**config.mk**
```make
export PLATFORM = sky130hd
export DESIGN_NAME = demod_timing_config_regs
export DESIGN_NICKNAME = d
export VERILOG_FILES = /design/src/rtl/demod_timing_pkg.sv /design/src/rtl/edge_interval_checker.sv /design/src/rtl/demod_timing_config_regs.sv
export VERILOG_INCLUDE_DIRS = /design/src /design/src/rtl
export SDC_FILE = /design/constraint.sdc
export NUM_CORES = 1
export LEC_CHECK = 0
export BUFFER_PORTS_ARGS = -buffer_cell sky130_fd_sc_hd__buf_2
export CORE_UTILIZATION = 61
export CTS_CLUSTER_DIAMETER = 150
export CTS_CLUSTER_SIZE = 12
export DETAILED_ROUTE_END_ITERATION = 16
export PLACE_DENSITY = 0.83
export SETUP_SLACK_MARGIN = 0.4
export SYNTH_ARGS = -nofsm -noshare
export SYNTH_HDL_FRONTEND = slang
export SYNTH_SLANG_ARGS = --single-unit
```
**constraint.sdc**
```tcl
create_clock -name clk -period 7 [get_ports clk]
set_input_delay 1.4 -clock clk [delete_from_list [all_inputs] [get_ports clk]]
set_output_delay 1.4 -clock clk [all_outputs]
set_load 0.005 [all_outputs]
```
**src/rtl/demod_timing_cfg.svh**
```systemverilog
`ifndef DEMOD_TIMING_CFG_SVH
`define DEMOD_TIMING_CFG_SVH

// ==========================================================
// Register offsets
`define ADDR_RX_TIMING_A        5'h04
`define ADDR_RX_TIMING_B        5'h05
`define ADDR_OUTPUT_PIN_CTRL    5'h06

// ==========================================================
// Field positions
`define BIT_CHECK_MSB           7
`define BIT_CHECK_LSB           6
`define LIM_MIN_MSB             5
`define LIM_MIN_LSB             0
`define RATE_RANGE_MSB          7
`define RATE_RANGE_LSB          6
`define LIM_MAX_MSB             5
`define LIM_MAX_LSB             0
`define OUT_SOURCE_BIT          7
`define OUT_LEVEL_BIT           6

// ==========================================================
// Reset values
`define RST_RX_TIMING_A         8'h4b
`define RST_RX_TIMING_B         8'ha0
`define RST_OUTPUT_PIN_CTRL     8'h00

// ==========================================================
// Timing counts in demodulator clock periods
`define DUPLEX_BIT_PERIOD       8'ha8
`define DIV_RANGE0              5'h08
`define DIV_RANGE1              5'h04
`define DIV_RANGE2              5'h02
`define DIV_RANGE3              5'h01

// ==========================================================
// Bit-check counts per code
`define CHECK_BITS0             4'h0
`define CHECK_BITS1             4'h3
`define CHECK_BITS2             4'h6
`define CHECK_BITS3             4'h9

`endif

```
**src/rtl/demod_timing_pkg.sv**
```systemverilog
package demod_timing_pkg;

    typedef enum logic [2:0] {
        MODE_IDLE,
        MODE_RX,
        MODE_TX,
        MODE_DUPLEX_MASTER,
        MODE_DUPLEX_SLAVE
    } op_mode_e;

    typedef enum logic [1:0] {
        CHK_IDLE,
        CHK_ARM,
        CHK_RUN
    } check_state_e;

endpackage

```
**src/rtl/edge_interval_checker.sv**
```systemverilog
`timescale 1ns/1ps

module edge_interval_checker (
    input  wire logic       clk,
    input  wire logic       rstn,
    input  wire logic       enable,
    input  wire logic       start,
    input  wire logic       edge_seen,
    input  wire logic       tick,
    input  wire logic [5:0] lim_min,
    input  wire logic [5:0] lim_max,
    input  wire logic [3:0] bits_needed,
    output logic            busy,
    output logic            pass,
    output logic            fail
);

    demod_timing_pkg::check_state_e state;
    demod_timing_pkg::check_state_e next_state;
    logic [6:0]                     interval;
    logic [6:0]                     next_interval;
    logic [3:0]                     passed;
    logic [3:0]                     next_passed;
    logic                           next_pass;
    logic                           next_fail;

    // ==========================================================
    // Interval window
    wire logic [6:0] interval_inc = (interval == 7'h7f) ? interval : interval + 7'h01;
    wire logic       too_short    = interval < {1'b0, lim_min};
    wire logic       too_long     = interval_inc >= {1'b0, lim_max};
    wire logic [3:0] passed_inc   = passed + 4'h1;

    always_comb begin
        next_state    = state;
        next_interval = interval;
        next_passed   = passed;
        next_pass     = 1'b0;
        next_fail     = 1'b0;
        case (state)
            demod_timing_pkg::CHK_IDLE: begin
                if (start && enable) begin
                    next_interval = 7'h00;
                    next_passed   = 4'h0;
                    if (bits_needed == 4'h0) begin
                        next_pass = 1'b1;
                    end else begin
                        next_state = demod_timing_pkg::CHK_ARM;
                    end
                end
            end
            // First edge opens the first interval
            demod_timing_pkg::CHK_ARM: begin
                if (!enable) begin
                    next_state = demod_timing_pkg::CHK_IDLE;
                end else if (edge_seen) begin
                    next_interval = 7'h00;
                    next_state    = demod_timing_pkg::CHK_RUN;
                end
            end
            demod_timing_pkg::CHK_RUN: begin
                if (!enable) begin
                    next_state = demod_timing_pkg::CHK_IDLE;
                end else if (edge_seen) begin
                    next_interval = 7'h00;
                    if (too_short) begin
                        next_fail  = 1'b1;
                        next_state = demod_timing_pkg::CHK_IDLE;
                    end else if (passed_inc == bits_needed) begin
                        next_pass  = 1'b1;
                        next_state = demod_timing_pkg::CHK_IDLE;
                    end else begin
                        next_passed = passed_inc;
                    end
                end else if (tick) begin
                    next_interval = interval_inc;
                    if (too_long) begin
                        next_fail  = 1'b1;
                        next_state = demod_timing_pkg::CHK_IDLE;
                    end
                end
            end
            default: begin
                next_state = demod_timing_pkg::CHK_IDLE;
            end
        endcase
    end

    always_ff @(posedge clk) begin
        if (!rstn) begin
            state    <= demod_timing_pkg::CHK_IDLE;
            interval <= 7'h00;
            passed   <= 4'h0;
            pass     <= 1'b0;
            fail     <= 1'b0;
        end else begin
            state    <= next_state;
            interval <= next_interval;
            passed   <= next_passed;
            pass     <= next_pass;
            fail     <= next_fail;
        end
    end

    assign busy = (state != demod_timing_pkg::CHK_IDLE);

    // ==========================================================
    // Checks
    a_short_interval_fails: assert property (
        @(posedge clk) disable iff (!rstn)
        (state == demod_timing_pkg::CHK_RUN && enable && edge_seen && interval < {1'b0, lim_min})
        |=> fail && !pass
    ) else $error("short interval not failed");

    a_long_interval_fails: assert property (
        @(posedge clk) disable iff (!rstn)
        (state == demod_timing_pkg::CHK_RUN && enable && !edge_seen && tick && too_long)
        |=> fail && !busy
    ) else $error("long interval not failed");

    a_zero_bits_pass: assert property (
        @(posedge clk) disable iff (!rstn)
        (state == demod_timing_pkg::CHK_IDLE && start && enable && bits_needed == 4'h0)
        |=> pass && !busy
    ) else $error("zero-bit check did not pass at once");

endmodule // edge_interval_checker

```
**src/rtl/demod_timing_config_regs.sv**
```systemverilog
// What this block does
// - Bit-check code selects 0, 3, 6, 9 bits
// - Check fields ignored in TX, duplex master
// - Lower limit is value times extended period
// - Upper limit is value minus one periods
// - Range code divides demod clock by 8/4/2/1
// - Range codes map to nominal rate bands
// - Duplex with range 1 runs 168-clock bits
// - Select low drives pin from level bit
// - Select high shows active-low receive indication
// - Scale bit doubles extended period and limits
`timescale 1ns/1ps
`include "demod_timing_cfg.svh"

module demod_timing_config_regs (
    input  wire logic                        clk,
    input  wire logic                        rstn,
    input  wire logic                        reg_wr_en,
    input  wire logic                        reg_rd_en,
    input  wire logic [4:0]                  reg_addr,
    input  wire logic [7:0]                  reg_wr_data,
    output logic      [7:0]                  reg_rd_data,
    output logic                             reg_rd_valid,
    input  wire demod_timing_pkg::op_mode_e  op_mode,
    input  wire logic                        ext_limit_en,
    input  wire logic                        rx_data_in,
    input  wire logic                        bit_check_start,
    output logic                             bit_check_busy,
    output logic                             bit_check_pass,
    output logic                             bit_check_fail,
    output logic                             ext_clock_tick,
    output logic                             duplex_bit_tick,
    output logic                             general_output_pin
);

    logic [7:0] rx_timing_control_a;
    logic [7:0] rx_timing_control_b;
    logic [1:0] output_pin_control;
    logic [4:0] div_cnt;
    logic [7:0] duplex_cnt;
    logic       rx_s1;
    logic       rx_s2;
    logic       rx_s3;
    logic       rx_level;

    // ==========================================================
    // Register decode
    wire logic hit_a   = (reg_addr == `ADDR_RX_TIMING_A);
    wire logic hit_b   = (reg_addr == `ADDR_RX_TIMING_B);
    wire logic hit_out = (reg_addr == `ADDR_OUTPUT_PIN_CTRL);
    wire logic [7:0] out_ctrl_rst = `RST_OUTPUT_PIN_CTRL;

    wire logic [7:0] rd_mux =
        hit_a   ? rx_timing_control_a :
        hit_b   ? rx_timing_control_b :
        hit_out ? {output_pin_control, 6'h00} :
        8'h00;

    always_ff @(posedge clk) begin
        if (!rstn) begin
            rx_timing_control_a <= `RST_RX_TIMING_A;
            rx_timing_control_b <= `RST_RX_TIMING_B;
            output_pin_control  <= out_ctrl_rst[`OUT_SOURCE_BIT:`OUT_LEVEL_BIT];
        end else if (reg_wr_en) begin
            if (hit_a) begin
                rx_timing_control_a <= reg_wr_data;
            end else if (hit_b) begin
                rx_timing_control_b <= reg_wr_data;
            end else if (hit_out) begin
                output_pin_control <= reg_wr_data[`OUT_SOURCE_BIT:`OUT_LEVEL_BIT];
            end
        end
    end

    always_ff @(posedge clk) begin
        if (!rstn) begin
            reg_rd_data  <= 8'h00;
            reg_rd_valid <= 1'b0;
        end else begin
            reg_rd_valid <= reg_rd_en;
            if (reg_rd_en) begin
                reg_rd_data <= rd_mux;
            end
        end
    end

    // ==========================================================
    // Fields
    wire logic [1:0] check_code  = rx_timing_control_a[`BIT_CHECK_MSB:`BIT_CHECK_LSB];
    wire logic [5:0] lim_min     = rx_timing_control_a[`LIM_MIN_MSB:`LIM_MIN_LSB];
    wire logic [1:0] rate_range  = rx_timing_control_b[`RATE_RANGE_MSB:`RATE_RANGE_LSB];
    wire logic [5:0] lim_max     = rx_timing_control_b[`LIM_MAX_MSB:`LIM_MAX_LSB];
    wire logic       out_source  = output_pin_control[1];
    wire logic       out_level   = output_pin_control[0];

    wire logic [3:0] bits_needed =
        (check_code == 2'h0) ? `CHECK_BITS0 :
        (check_code == 2'h1) ? `CHECK_BITS1 :
        (check_code == 2'h2) ? `CHECK_BITS2 :
        `CHECK_BITS3;

    // ==========================================================
    // Extended data clock
    wire logic [4:0] div_base =
        (rate_range == 2'h0) ? `DIV_RANGE0 :
        (rate_range == 2'h1) ? `DIV_RANGE1 :
        (rate_range == 2'h2) ? `DIV_RANGE2 :
        `DIV_RANGE3;
    wire logic [4:0] div_period = ext_limit_en ? {div_base[3:0], 1'b0} : div_base;
    wire logic       div_wrap   = (div_cnt >= div_period - 5'h01);

    always_ff @(posedge clk) begin
        if (!rstn) begin
            div_cnt        <= 5'h00;
            ext_clock_tick <= 1'b0;
        end else begin
            div_cnt        <= div_wrap ? 5'h00 : div_cnt + 5'h01;
            ext_clock_tick <= div_wrap;
        end
    end

    // ==========================================================
    // Full-duplex bit clock
    wire logic duplex_mode = (op_mode == demod_timing_pkg::MODE_DUPLEX_MASTER) ||
                             (op_mode == demod_timing_pkg::MODE_DUPLEX_SLAVE);
    wire logic duplex_run  = duplex_mode && (rate_range == 2'h1);
    wire logic duplex_wrap = (duplex_cnt == `DUPLEX_BIT_PERIOD - 8'h01);

    always_ff @(posedge clk) begin
        if (!rstn) begin
            duplex_cnt      <= 8'h00;
            duplex_bit_tick <= 1'b0;
        end else begin
            duplex_cnt      <= (!duplex_run || duplex_wrap) ? 8'h00 : duplex_cnt + 8'h01;
            duplex_bit_tick <= duplex_run && duplex_wrap;
        end
    end

    // ==========================================================
    // Receive data synchroniser and edge detect
    wire logic rx_agree = (rx_s2 == rx_s3);
    wire logic rx_edge  = rx_agree && (rx_s3 != rx_level);

    always_ff @(posedge clk) begin
        if (!rstn) begin
            rx_s1    <= 1'b0;
            rx_s2    <= 1'b0;
            rx_s3    <= 1'b0;
            rx_level <= 1'b0;
        end else begin
            rx_s1 <= rx_data_in;
            rx_s2 <= rx_s1;
            rx_s3 <= rx_s2;
            if (rx_agree) begin
                rx_level <= rx_s3;
            end
        end
    end

    // ==========================================================
    // Bit-check
    wire logic check_enable = (op_mode == demod_timing_pkg::MODE_RX) ||
                              (op_mode == demod_timing_pkg::MODE_DUPLEX_SLAVE);

    edge_interval_checker u_checker (
        .clk         (clk),
        .rstn        (rstn),
        .enable      (check_enable),
        .start       (bit_check_start),
        .edge_seen   (rx_edge),
        .tick        (ext_clock_tick),
        .lim_min     (lim_min),
        .lim_max     (lim_max),
        .bits_needed (bits_needed),
        .busy        (bit_check_busy),
        .pass        (bit_check_pass),
        .fail        (bit_check_fail)
    );

    // ==========================================================
    // General output pin
    wire logic rx_active_n = (op_mode != demod_timing_pkg::MODE_RX);
    wire logic next_pin    = out_source ? rx_active_n : out_level;

    always_ff @(posedge clk) begin
        if (!rstn) begin
            general_output_pin <= 1'b0;
        end else begin
            general_output_pin <= next_pin;
        end
    end

    // ==========================================================
    // Checks
    // Cycles since the last duplex tick; preset so the first bit lines up
    logic [7:0] duplex_gap;

    always_ff @(posedge clk) begin
        if (!rstn || !duplex_run) begin
            duplex_gap <= 8'hff;
        end else if (duplex_bit_tick) begin
            duplex_gap <= 8'h00;
        end else begin
            duplex_gap <= duplex_gap + 8'h01;
        end
    end

    a_pin_follows_level: assert property (
        @(posedge clk) disable iff (!rstn)
        !out_source |=> general_output_pin == $past(out_level)
    ) else $error("pin does not follow level bit");

    a_pin_shows_receive: assert property (
        @(posedge clk) disable iff (!rstn)
        out_source |=> general_output_pin == ($past(op_mode) != demod_timing_pkg::MODE_RX)
    ) else $error("pin does not show receive indication");

    a_defaults_after_reset: assert property (
        @(posedge clk)
        !rstn |=> check_code == 2'h1 && lim_min == 6'h0b && lim_max == 6'h20 && rate_range == 2'h2
                  && !general_output_pin
    ) else $error("reset defaults wrong");

    a_tick_range3: assert property (
        @(posedge clk) disable iff (!rstn)
        (ext_clock_tick && rate_range == 2'h3 && !ext_limit_en && $stable(rate_range)) |=> ext_clock_tick
    ) else $error("range 3 tick spacing wrong");

    a_tick_range2: assert property (
        @(posedge clk) disable iff (!rstn)
        (ext_clock_tick && rate_range == 2'h2 && !ext_limit_en) ##1 (rate_range == 2'h2 && !ext_limit_en)
        |-> !ext_clock_tick ##1 ext_clock_tick
    ) else $error("range 2 tick spacing wrong");

    a_tick_scaled: assert property (
        @(posedge clk) disable iff (!rstn)
        (ext_clock_tick && rate_range == 2'h3 && ext_limit_en) ##1 (rate_range == 2'h3 && ext_limit_en)
        |-> !ext_clock_tick ##1 ext_clock_tick
    ) else $error("scaled tick spacing wrong");

    a_duplex_bit_period: assert property (
        @(posedge clk) disable iff (!rstn)
        (duplex_bit_tick && $past(duplex_run)) |-> $past(duplex_gap) == 8'ha6
    ) else $error("duplex bit period not 168 clocks");

    a_check_off_in_tx: assert property (
        @(posedge clk) disable iff (!rstn)
        (op_mode == demod_timing_pkg::MODE_TX || op_mode == demod_timing_pkg::MODE_DUPLEX_MASTER)
        |=> !bit_check_busy && !bit_check_pass && !bit_check_fail
    ) else $error("bit-check active outside receive");

endmodule // demod_timing_config_regs

```
==> reports/qor.txt <==
Outcome: complete, no violations
DRT antenna net count: 0
Number of port buffers: 37
Maximum root-to-sink buffer count: 2
Pre-CTS setup slack: 3570 ps
Postcts setup bufs: 0
Clock Skews: 14.8 ps
Critical path arrival: 3500 ps
Path class of the lowest-slack min-delay path: flip-flop to flip-flop
Signed area change from the synthesized netlist to the final layout: 13.6%
Post-synth cell types: 53
Reg clk slew, reported paths: 80 ps
TritonCTS clock tree: done
Global-route wire length before repair: 11700 um
Area of the placeable core: 5110 um2
Final wirelength: 7010 um
Post-synth top area cell: dfxtp_1
Most frequent cell on the critical path: ha_1
Hold-fix buffers, CTS: 0
CP Class: flip-flop to flip-flop
Number of enable-type register cells in the synthesized netlist: 0
Detailed-placement wirelength estimate: 4890 um
Reg2Reg Launch Point: u_checker.interval[0]
Final Net Count: 458
Crit path max fanout: 7
Final hold vios: 0
Post-CTS sizing: 0
Setup TNS Final: 0 ps
Violation count after the first detailed-routing iteration: 136
Via count: 2779
Slew headroom: 32.0%
Worst path max stage delay: 500 ps
Area of combinational cells with multiple inputs: 1900 um2
Cell area after synthesis: 3260 um2
DRC violation count after routing: 0
Most common cell in the synthesized netlist: dfxtp_1
Clock root buffer: clkbuf_8
Reg2reg setup slack: 3710 ps
Final setup viols: 0
Worst hold stages: 1
Number of detailed-routing iterations run before antenna repair: 4
Number of clock sinks: 62
Die X-Extent: 75.1 um
Clock buffer count from CTS: 9
Critical register-to-register path endpoint: u_checker.state[1]
Count of yosys warnings during synthesis: 0
DR WL/cell: 14.4 um
Total count of max-transition violations in the final report: 0
Total congestion overflow after global routing: 0
Area share of the largest cell type after synthesis: 38.1%
Critical path endpoint category: flip-flop
Number of register bits inferred by synthesis: 62
Register Area: 1240 um2
Number of cells on the worst reg-to-reg path: 12
Util after Layout: 72.4%
Ports: 38
Period Utilization, post-route: 47.1%
Initial antenna violation count: 0
Actual slew at the worst max-slew pin: 1010 ps
Unrepaired setup endpoints after global routing: no
Proportion of register bits with asynchronous set or reset after synthesis: 0%
Slowest stage cell on the critical path: dfxtp_1
PD cells: 210 nW/um2
Syn_nets: 419
End of the worst hold path: rx_s2
Via count of the first global-routing pass: 2598
Predominant post-synthesis flop cell: dfxtp_1
Largest net degree at the start of global routing: 35
Ranking of synthesized cells by area: dfxtp_1 (38%), ha_1 (8.8%), mux2i_1 (8.0%), nor2_1 (6.1%), a21oi_1 (4.5%)
Die outline area: 5630 um2
Number of H-tree levels: 3
Final setup margin: 3710 ps
Via density: 5.71
Die outline height: 75.1 um
Skew-Pair Late Insertion Delay: 340 ps
Static leakage: 0.00159 uW
Startpoint type of the worst setup path: flip-flop
Cell count after synthesis: 373
Count of buffer and inverter cells on the critical path: 0
Syn_area_per_cell: 8.73 um2
Minimum period implied by the final worst setup slack: 3300 ps
Hold Crit Start: rx_s1
Required time at the endpoint of the critical path: 7210 ps
Number of antenna diodes: 0
Filler cell count in the final layout: 406
Worst vdd rail ir drop: 0.160 mV
Row count: 26
Share of the yosys chip area belonging to registers: 38.1%
Worst-path cell chain: ha_1 > and3_4 > nand4_1 > and4_1 > xor2_1 > ha_1 > a21oi_1 > nor2b_1 > or4_4 > a41oi_2 > a311oi_1 > mux2i_1
Max Clock Freq: 303 MHz
Ratio of cells with drive above 1 in the final layout: 15.8%
Worst path top cell family by delay: simple AND/OR/NAND/NOR gates
Max-cap check violation count: 0
Final estimated routing congestion in global placement: 0.856
Starting density of the core: 63.7%
Synth cell count leaders: dfxtp_1 (62), nor2_1 (53), a21oi_1 (29), nand2_1 (27), mux2i_1 (26)
GRT Overall Usage: 27.7%
==> state kept, by name, summed over array words and instances (netlist names) <==
name,cells
reg_rd_valid,1
rx_s2,1
u_checker.pass,1
u_checker.passed,4
general_output_pin,1
u_checker.state,2
u_checker.interval,7
rx_s3,1
output_pin_control,2
u_checker.fail,1
ext_clock_tick,1
rx_timing_control_b,8
duplex_cnt,8
rx_timing_control_a,8
div_cnt,5
rx_level,1
reg_rd_data,8
duplex_bit_tick,1
rx_s1,1
==> where the power goes <==
group | total [uW] | switching (uW) | leakage (uW) | internal, uW
Clock | 322 | 154 | 0.0000968 | 169
Combinational | 79.1 | 44.0 | 0.000993 | 35.1
Sequential | 373 | 11.4 | 0.000501 | 362
Total | 775 | 209 | 0.00159 | 565
==> per-layer routing <==
metal  global-route usage, %  share of wire [%]  vias to the layer above
met5                       0                  0                        -
met4                    11.7                2.2                        0
met3                    7.36                4.6                       14
met2                    45.5                 49                       71
met1                    34.4                 44                     1321
li1                        -                  -                     1373
==> final cells by class <==
| type | instances | share of cell area, % |
|---|---|---|
| well taps | 70 | 2.37 |
| multi-input cells | 282 | 51.4 |
| clock inverters | 7 | 2.17 |
| repair buffers | 38 | 5.21 |
| flip-flops and latches | 62 | 33.6 |
| inverters | 19 | 1.93 |
| clock buffers | 9 | 3.35 |
==> per-stage QoR <==
| stage | hold slack, ps | instances | power (uW) | instance area (um2) |
|---|---|---|---|---|
| after global routing | 462 | 487 | 806 | 3700 |
| after CTS | 451 | 487 | 781 | 3700 |
| after global placement | 426 | 471 | 456 | 3490 |
| final | 442 | 487 | 775 | 3700 |
| after floorplan | 412 | 373 | 434 | 3260 |
| after detailed placement | 426 | 471 | 459 | 3490 |
==> cell families after synthesis <==
logic type,Yosys count,share of synthesized area (%)
mux,27,8.34
xor+xnor,18,4.84
compound gates,62,12.5
simple gates,152,23.8
fa+ha+maj,23,8.84
buf+inv,29,3.50
flops,62,38.1
==> cells in the final DEF, fill, tap and decap left out, drive strengths merged, types with 4 or more instances in the layout <==
cell | Yosys | final
nand2b | 11 | 11
and3 | 5 | 5
and2 | 4 | 4
dfxtp | 62 | 62
ha | 23 | 23
mux2i | 26 | 26
nand2 | 27 | 27
a21oi | 29 | 29
o21ai | 10 | 10
xnor2 | 12 | 12
xor2 | 6 | 6
nor3 | 6 | 6
buf | 2 | 38
nor2b | 4 | 4
nand3 | 18 | 18
or2 | 4 | 4
nor2 | 54 | 54
nand4b | 4 | 4
inv | 17 | 20
clkbuf | 8 | 9
==> how the worst max path moves through the flow <==
stage                          startpoint                  to  slack (ps)  depth (start not counted)
global route        u_checker.interval[0]  u_checker.state[1]        3570                         12
finish              u_checker.interval[0]  u_checker.state[1]        3710                         12
detailed placement                   rstn  u_checker.state[1]        3570                          4
CTS                 u_checker.interval[0]  u_checker.state[1]        3790                         12
global placement                     rstn  u_checker.state[1]        3610                          4
floorplan                    ext_limit_en          div_cnt[2]        3950                          9
(Power assumes the default switching activity.)
